[src/logic/supervisor_pkg.sv]
// supervisor_pkg: timing, input layout and widths of the supply supervisor
// assumes a single 40 MHz clock feeds every user of these constants
`default_nettype none
package supervisor_pkg;

  // ----------------------------------------------------------------------
  // clock and documented times
  // ----------------------------------------------------------------------
  localparam int unsigned CLK_HZ = 40_000_000;
  localparam int unsigned RESET_HOLD_MS = 150;
  localparam int unsigned WATCHDOG_TIMEOUT_MS = 1650;
  localparam int unsigned CE_GRACE_US = 12;
  localparam int unsigned ACT_MIN_PULSE_NS = 100;

  // ----------------------------------------------------------------------
  // derived cycle counts
  // ----------------------------------------------------------------------
  localparam int unsigned RESET_HOLD_CYCLES = RESET_HOLD_MS * (CLK_HZ / 1000);
  localparam int unsigned WATCHDOG_TIMEOUT_CYCLES =
    WATCHDOG_TIMEOUT_MS * (CLK_HZ / 1000);
  localparam int unsigned CE_GRACE_CYCLES = CE_GRACE_US * (CLK_HZ / 1000000);
  // shortest activity pulse, rounded up; two sync stages need at least one
  localparam int unsigned ACT_MIN_PULSE_CYCLES =
    (ACT_MIN_PULSE_NS * (CLK_HZ / 1000000) + 999) / 1000;

  // ----------------------------------------------------------------------
  // counter widths and loads
  // ----------------------------------------------------------------------
  localparam int unsigned HOLD_W = 24;
  localparam int unsigned WD_W = 28;
  localparam int unsigned GRACE_W = 9;
  localparam logic [GRACE_W-1:0] CE_GRACE_LOAD = 9'h1DF;

  // ----------------------------------------------------------------------
  // synchronised input vector layout
  // ----------------------------------------------------------------------
  localparam int unsigned IN_W = 8;
  localparam int unsigned IN_SUPPLY_LOW = 0;
  localparam int unsigned IN_MANUAL_N = 1;
  localparam int unsigned IN_AUX_N = 2;
  localparam int unsigned IN_ACTIVITY = 3;
  localparam int unsigned IN_WD_CONN = 4;
  localparam int unsigned IN_BACKUP_ABOVE = 5;
  localparam int unsigned IN_SUPPLY_ABOVE = 6;
  localparam int unsigned IN_CE_N = 7;
  // supply low, manual and aux inactive high, chip enable idle high
  localparam logic [IN_W-1:0] SYNC_RESET = 8'h87;

endpackage
`default_nettype wire

[src/logic/watchdog_if.sv]
// watchdog_if: links the supervisor core to its watchdog timer
// assumes both ends run on the same clock
`timescale 1ns/1ps
`default_nettype none
interface watchdog_if;
  logic activity;
  logic enable;
  logic clear;
  logic expire;
  modport timer (input activity, input enable, input clear, output expire);
  modport core (output activity, output enable, output clear, input expire);
endinterface
`default_nettype wire

[src/logic/watchdog_timer.sv]
// watchdog_timer: counts idle time of the synchronised activity line
// assumes activity already passed two flip-flops in the caller
`timescale 1ns/1ps
`default_nettype none
module watchdog_timer
  import supervisor_pkg::*;
#(
  parameter int unsigned TIMEOUT_CYCLES = WATCHDOG_TIMEOUT_CYCLES
) (
  input wire logic clk, // 40 MHz clock
  input wire logic rst_n, // async reset, active low
  watchdog_if.timer wd // activity in, expiry out
);

  typedef struct packed {
    logic prev;
    logic [WD_W-1:0] count;
    logic expire;
  } wd_state_t;

  wd_state_t st;
  wd_state_t next_st;
  logic edgeSeen;

  assign edgeSeen = wd.activity != st.prev;
  assign wd.expire = st.expire;

  // --------------------------------------------------------------------
  // idle counter
  // --------------------------------------------------------------------
  always_comb begin
    next_st = st;
    next_st.prev = wd.activity;
    next_st.expire = 1'b0;
    if (wd.clear || !wd.enable || edgeSeen) begin
      next_st.count = '0;
    end else if (st.count == WD_W'(TIMEOUT_CYCLES - 1)) begin
      next_st.count = '0;
      next_st.expire = 1'b1;
    end else begin
      next_st.count = st.count + 1'b1;
    end
  end

  always_ff @(posedge clk or negedge rst_n) begin
    if (!rst_n) begin
      st <= '0;
    end else begin
      st <= next_st;
    end
  end
endmodule
`default_nettype wire

[src/logic/supply_supervisor_reset_gating.sv]
// supply_supervisor_reset_gating: reset, watchdog, backup flag and CE gating
// assumes comparator results arrive as asynchronous digital levels
`timescale 1ns/1ps
`default_nettype none
module supply_supervisor_reset_gating
  import supervisor_pkg::*;
#(
  parameter int unsigned HOLD_CYCLES = RESET_HOLD_CYCLES,
  parameter int unsigned WD_CYCLES = WATCHDOG_TIMEOUT_CYCLES
) (
  input wire logic clk, // 40 MHz internal oscillator
  input wire logic rst_n, // async reset, active low
  input wire logic supplyLow, // main supply below threshold
  input wire logic manualResetN, // manual reset, active low
  input wire logic auxUndervoltageN, // aux input, low when under reference
  input wire logic watchdogActivityIn, // processor activity line
  input wire logic watchdogConnected, // activity line is driven
  input wire logic backupAbove, // battery exceeds supply by margin
  input wire logic supplyAbove, // supply exceeds battery by margin
  input wire logic chipEnableInN, // chip enable from processor
  output logic resetN, // push-pull reset, active low
  output logic resetOdOut, // open-drain data value, always low
  output logic resetLowOdOeN, // active-low open-drain enable
  output logic resetHighOdOeN, // active-high open-drain enable
  output logic backupActive, // battery backup mode
  output logic outputFromBackup, // switched output on battery
  output logic chipEnableOutN // gated chip enable to memory
);
  import supervisor_pkg::*;

  typedef struct packed {
    logic [IN_W-1:0] syncA;
    logic [IN_W-1:0] syncB;
    logic [HOLD_W-1:0] holdCnt;
    logic resetOn;
    logic backup;
    logic fromBackup;
    logic grace;
    logic [GRACE_W-1:0] graceCnt;
    logic ceOutN;
  } state_t;

  state_t st;
  state_t next_st;
  logic [IN_W-1:0] pins;
  logic cause;
  logic ceIn;
  watchdog_if wd ();

  assign pins = {chipEnableInN, supplyAbove, backupAbove, watchdogConnected,
                 watchdogActivityIn, auxUndervoltageN, manualResetN,
                 supplyLow};
  // ----------------------------------------------------------------------
  // reset causes from synchronised levels
  // ----------------------------------------------------------------------
  assign cause = st.syncB[IN_SUPPLY_LOW] | ~st.syncB[IN_MANUAL_N] |
                 ~st.syncB[IN_AUX_N];
  assign ceIn = st.syncB[IN_CE_N];

  assign wd.activity = st.syncB[IN_ACTIVITY];
  assign wd.enable = st.syncB[IN_WD_CONN];
  assign wd.clear = st.resetOn;

  watchdog_timer #(.TIMEOUT_CYCLES(WD_CYCLES)) u_watchdog (
    .clk(clk),
    .rst_n(rst_n),
    .wd(wd.timer)
  );

  // ----------------------------------------------------------------------
  // next state
  // ----------------------------------------------------------------------
  always_comb begin
    next_st = st;
    next_st.syncA = pins;
    next_st.syncB = st.syncA;
    if (cause) begin
      next_st.holdCnt = HOLD_W'(HOLD_CYCLES);
    end else if (wd.expire) begin
      next_st.holdCnt = HOLD_W'(HOLD_CYCLES);
    end else if (st.holdCnt != '0) begin
      next_st.holdCnt = st.holdCnt - 1'b1;
    end
    next_st.resetOn = next_st.holdCnt != '0;

    if (st.syncB[IN_SUPPLY_LOW] && st.syncB[IN_BACKUP_ABOVE]) begin
      next_st.backup = 1'b1;
    end else if (!st.syncB[IN_SUPPLY_LOW] || st.syncB[IN_SUPPLY_ABOVE]) begin
      next_st.backup = 1'b0;
    end
    next_st.fromBackup = next_st.resetOn & next_st.backup;

    if (next_st.resetOn && !st.resetOn) begin
      next_st.grace = ~ceIn;
      next_st.graceCnt = CE_GRACE_LOAD;
    end else if (!next_st.resetOn) begin
      next_st.grace = 1'b0;
    end else if (st.grace && (ceIn || st.graceCnt == '0)) begin
      next_st.grace = 1'b0;
    end else if (st.grace) begin
      next_st.graceCnt = st.graceCnt - 1'b1;
    end
    if (next_st.resetOn) begin
      next_st.ceOutN = ~next_st.grace | ceIn;
    end else begin
      next_st.ceOutN = ceIn;
    end
  end

  always_ff @(posedge clk or negedge rst_n) begin
    if (!rst_n) begin
      st.syncA <= SYNC_RESET;
      st.syncB <= SYNC_RESET;
      st.holdCnt <= '0;
      st.resetOn <= 1'b1;
      st.backup <= 1'b0;
      st.fromBackup <= 1'b0;
      st.grace <= 1'b0;
      st.graceCnt <= '0;
      st.ceOutN <= 1'b1;
    end else begin
      st <= next_st;
    end
  end

  // ----------------------------------------------------------------------
  // outputs
  // ----------------------------------------------------------------------
  assign resetN = ~st.resetOn;
  assign resetOdOut = 1'b0;
  assign resetLowOdOeN = ~st.resetOn;
  assign resetHighOdOeN = st.resetOn;
  assign backupActive = st.backup;
  assign outputFromBackup = st.fromBackup;
  assign chipEnableOutN = st.ceOutN;
endmodule
`default_nettype wire

[config.mk]
export PLATFORM = sky130hd
export DESIGN_NAME = supply_supervisor_reset_gating
export DESIGN_NICKNAME = d
export VERILOG_FILES = /design/src/logic/supervisor_pkg.sv /design/src/logic/watchdog_if.sv /design/src/logic/watchdog_timer.sv /design/src/logic/supply_supervisor_reset_gating.sv
export SDC_FILE = /design/constraint.sdc
export NUM_CORES = 1
export LEC_CHECK = 0
export ABC_AREA = 1
export BUFFER_PORTS_ARGS = -buffer_cell sky130_fd_sc_hd__buf_2
export CELL_PAD_IN_SITES_DETAIL_PLACEMENT = 1
export CELL_PAD_IN_SITES_GLOBAL_PLACEMENT = 1
export CORE_ASPECT_RATIO = 2
export CORE_MARGIN = 2
export CORE_UTILIZATION = 35
export DETAILED_ROUTE_END_ITERATION = 8
export PLACE_DENSITY = 0.6
export SYNTH_ARGS = -nofsm -noshare
export SYNTH_HDL_FRONTEND = slang
export SYNTH_SLANG_ARGS = --single-unit
[constraint.sdc]
create_clock -name clk -period 5.6 [get_ports clk]
set_clock_uncertainty 0.2 [all_clocks]
set_input_delay 1.12 -clock clk [delete_from_list [all_inputs] [get_ports clk]]
set_output_delay 1.12 -clock clk [all_outputs]
set_load 0.03 [all_outputs]
# [After elaboration in Yosys (flattened, before gate mapping)]
# Cells that the tools add are included.
[op_classes] add_sub_neg=3 muxes=16 bitwise=9 n_reduce_logical=16 n_eq_ne=3
[op_table] cell="$mux 24" n=3
[op_table] cell="$mux 28" n=2
[op_table] cell="$reduce_bool 24->1" n=2
[op_table] cell="$add 28x1->28 const B" n=1
[op_table] cell="$eq 28x26->1 const B" n=1
[op_table] cell="$mux 9" n=3
[op_table] cell="$sub 24x1->24 const B" n=1
[op_table] cell="$mux 10" n=1
[op_table] cell="$logic_not 9->1" n=1
[op_table] cell="$sub 9x1->9 const B" n=1
[op_table] cell="$mux 1" n=7
[op_table] cell="$not 1->1" n=5
[op_table] cell="$logic_or 1x1->1" n=4
[op_table] cell="$reduce_bool 2->1" n=2
[op_table] cell="$logic_and 1x1->1" n=3
[op_table] cell="$logic_not 1->1" n=3
[op_table] cell="$or 1x1->1" n=3
[op_table] cell="$reduce_and 3->1" n=1
[op_table] cell="$ne 2x2->1 const B" n=1
[op_table] cell="$and 1x1->1" n=1
[op_table] cell="$ne 1x1->1" n=1
[totals] reg_bits=84 input_bits=10 wordCells=59 out_inout_bits=7

# [Depth between registers and ports, before layout]
[logic_depth] ltp_word=10 depth_mapped=18 mapped_depth_nobuf=18

# [Hierarchy]
# From an unflattened synthesis, not the netlist that was laid out.
[unflattened] cells_unflattened=661 hier_area_um2=4852.2
[by_module_without_submodules] module="supply_supervisor_reset_gating" cells_per_inst=388 instances=1 seq_area_each_um2=1363.8 area_per_inst_um2=2996.6
[by_module_without_submodules] module="watchdog_timer" cells_per_inst=273 instances=1 seq_area_each_um2=750.7 area_per_inst_um2=1855.5

# [Least setup slack after synthesis]
# Ideal clock, no wire load.
[synth_timing] path_type="reg-to-output" startpoint="reg st (netlist bit resetHighOdOeN)" endpoint="out resetN" path_buffers=1 stages_incl_launch_ff=3 arrival_time_ps=1111 path_slack_ps=3169 cell_sequence="dfstp_2 inv_1 buf_4"
[synth_between] elab_chain_len=1
[synth_rtl] item="start: declaration" line="supply_supervisor_reset_gating.sv:43" rtl="state_t st;"
[synth_rtl] item="start signal: assignment" line="supply_supervisor_reset_gating.sv:122" rtl="st <= next_st;"
[synth_rtl] item="$not 1->1"
[synth_rtl] item="end: declaration" line="supply_supervisor_reset_gating.sv:21" rtl="output logic resetN,"
# No other way between the ends.

==> impl_metrics.toml <==
[detailed_routing]
wl_met2_mm = 8.15
viasPerCell = 5.01
drc = 0
vias = 3829
dr.pass1.iters = 4
ant_nets = 0
top_layer_used = "met4"
wirelength_mm = 13.2
drt-met1-wl_mm = 4.27
route.met3.wl_um = 140
first_iter_violations = 75
wl_per_cell_um = 17.2

[final_layout]
diodes = 0
syn_to_final_growth_pct = 12.0
stdcell_count = 765
drive_gt1_frac = 0.181
fin_util = 0.400
finalNetCount = 622

[sta]
holdWs_ps = 152
slew_headroom = 0.427
timing.final.ws_setup_ps = 2580
setup_tns_ps = 0
setup_viol_count_final = 0
hold_viol = 0
worst_pin_slew_ps = 857
max_clock_freq_mhz = 331
rsz0062_at_grt = "no"
fin_crit_sh = 0.540
drv_slew = 0
finalCriticalPeriod_ps = 3020

[placed_design]
io_buffers = 15
gp_congestion = 0.802
dp_hpwl_mm = 10.7
placed_cells = 749
place_ws_ps = 2480

[die]
die_y_um = 167
row_count = 59
start_util = 0.357
core-area_sq_um = 13000
die_w_um = 85.4
die_area_sq_um = 14200
ios = 17

[worst_setup_path]
cp.required_ps = 5680
cp-start-kind = "flop"
endpoint_kind = "flop"
reg2reg_setup_slack_ps = 2580
worst-setup-path-type = "reg2reg"
worst-path-max-fanout = 12
crit_arrival_ps = 3100

[power_and_ir_drop]
p_leak_nw = 2.46
p_per_area_nw_per_um2 = 273
ir_drop_mv = 0.164

[synthesis]
syn-cell-area_sq_um = 4640
ys_types = 41
syn_inst = 588
synth_area_per_cell_sq_um = 7.88
synth_nets = 602
synth-seq-cells = 84
async_reset_ff_frac = 1.00
synth_edf_count = 0
seq_area_frac_synth = 0.456
synthFlopType = "dfrtp_1"
ys_warn_count = 0

[clock_network]
post-cts-setup-buffers = 0
cts_max_level = 3
cts_root_buf = "clkbuf_16"
numCtsBuffers = 9
worstSkewPairLatency_ps = 340
ctsLongestPathBuffers = 2
cts_sinks = 84
ctsResizeCount = 0
path_clk_slew_ps = 70
cts_hold_buf = 0
cts_tree = "yes"

[global_route]
grt_start_max_net_pins = 56
grt.total_usage = 0.199
grt_pass1_wl_mm = 21.6
antenna_found_initial = 0
gr-total-overflow = 0
first_global_vias = 4232

[job]
maxCapViolCount = 0

[outcome]
status = "completed"

[min_path]
hp-class = "reg2reg"
[cell type report]
class                           instances  area [sq um]
Tap cell                              152           190
Sequential cell                        84          2110
Clock buffer                           10           239
Timing Repair Buffer                   16          85.1
Fill cell                            1581          7800
Multi-Input combinational cell        400          2100
Clock inverter                          6          92.6
Inverter                               97           372
[routing by layer]
metal	up-vias	track usage
met4	0	0.109
li1	1872	-
met5	-	0
met3	28	0.0253
met2	31	0.403
met1	1898	0.178
[cells in the final DEF (no fill, tap or decap), types with 3 or more instances in the layout]
| master | instances |
|---|---|
| nor3b_1 | 6 |
| dfrtp_1 | 74 |
| nor2_2 | 18 |
| nor4_1 | 4 |
| nand2_2 | 21 |
| nor3_1 | 15 |
| xnor2_1 | 4 |
| nand3_1 | 30 |
| ha_1 | 4 |
| nand3_2 | 9 |
| nand4_1 | 16 |
| buf_2 | 14 |
| a21oi_1 | 18 |
| dfstp_2 | 10 |
| nor2_1 | 74 |
| inv_1 | 89 |
| inv_2 | 5 |
| nor2_4 | 6 |
| nand2_1 | 129 |
| clkbuf_16 | 9 |
| o21ai_0 | 12 |
| xor2_1 | 13 |
| a31oi_1 | 3 |
[sequential cells by signal (all words and copies together) (netlist names)]
register,flops
backupActive,1
outputFromBackup,1
resetHighOdOeN,1
u_watchdog.wd.expire,1
st,41
u_watchdog.st,29
ceIn,1
next_st,8
chipEnableOutN,1
[synthesized netlist by cell type, drive strengths merged (2+ instances only)]
library cell	count	area [sq um]
o21ai	16	95.1
nor3	15	75.1
nand4	19	146
dfrtp	74	1850
xor2	13	114
nor2	98	458
clkinv	2	7.51
a31oi	3	18.8
xnor2	4	35.0
nand3b	2	15.0
buf	6	47.5
nand2	152	638
nor3b	6	45.0
inv	95	364
nand3	39	240
a21oi	19	98.9
dfstp	10	263
ha	4	50.1
nor4	5	37.5
[worst max-delay path, cell delays in order (launching register included)]
cell	delay, ps
dfstp_2	400
inv_1	180
nand3_1	100
nor2_1	120
clkinv_1	260
nor2_1	750
clkinv_1	540
a31oi_1	270
o21a_1	140
[final timing paths]
| path | from | depth (start not counted) | to |
|---|---|---|---|
| max | resetHighOdOeN | 8 | u_watchdog.st[12] |
| max in group asynchronous | rst_n | 2 | st[34] |
| max reg2reg | resetHighOdOeN | 8 | u_watchdog.st[12] |
| min | next_st[43] | 0 | st[43] |
| min reg2reg | next_st[43] | 0 | st[43] |
| min in group asynchronous | rst_n | 1 | st[25] |
[logic make-up (layout without fill, tap and decap cells)]
family	count (synthesis)	in the layout	share of synthesized area
AND/OR/NAND/NOR	338	338	0.360
buffers and inverters	104	129	0.0912
flip-flops	84	84	0.456
AO/OA/AOI/OAI	40	40	0.0491
XOR/XNOR	17	17	0.0321
adder cells (fa/ha/maj)	4	4	0.0108
other	1	1	0.000809
[stage by stage]
step / power (mW) / instance area (sq um)
6_report: 1.42 / 5190
3_5_place_dp: 0.766 / 4860
5_1_grt: 1.48 / 5190
2_1_floorplan: 0.723 / 4640
3_3_place_gp: 0.762 / 4860
4_1_cts: 1.44 / 5190
[where the power goes]
group | switching, mW | internal, mW
sequential | 0.0166 | 0.627
clock | 0.258 | 0.406
combinational | 0.0731 | 0.0352
total | 0.348 | 1.07
(Power assumes the default switching activity.)
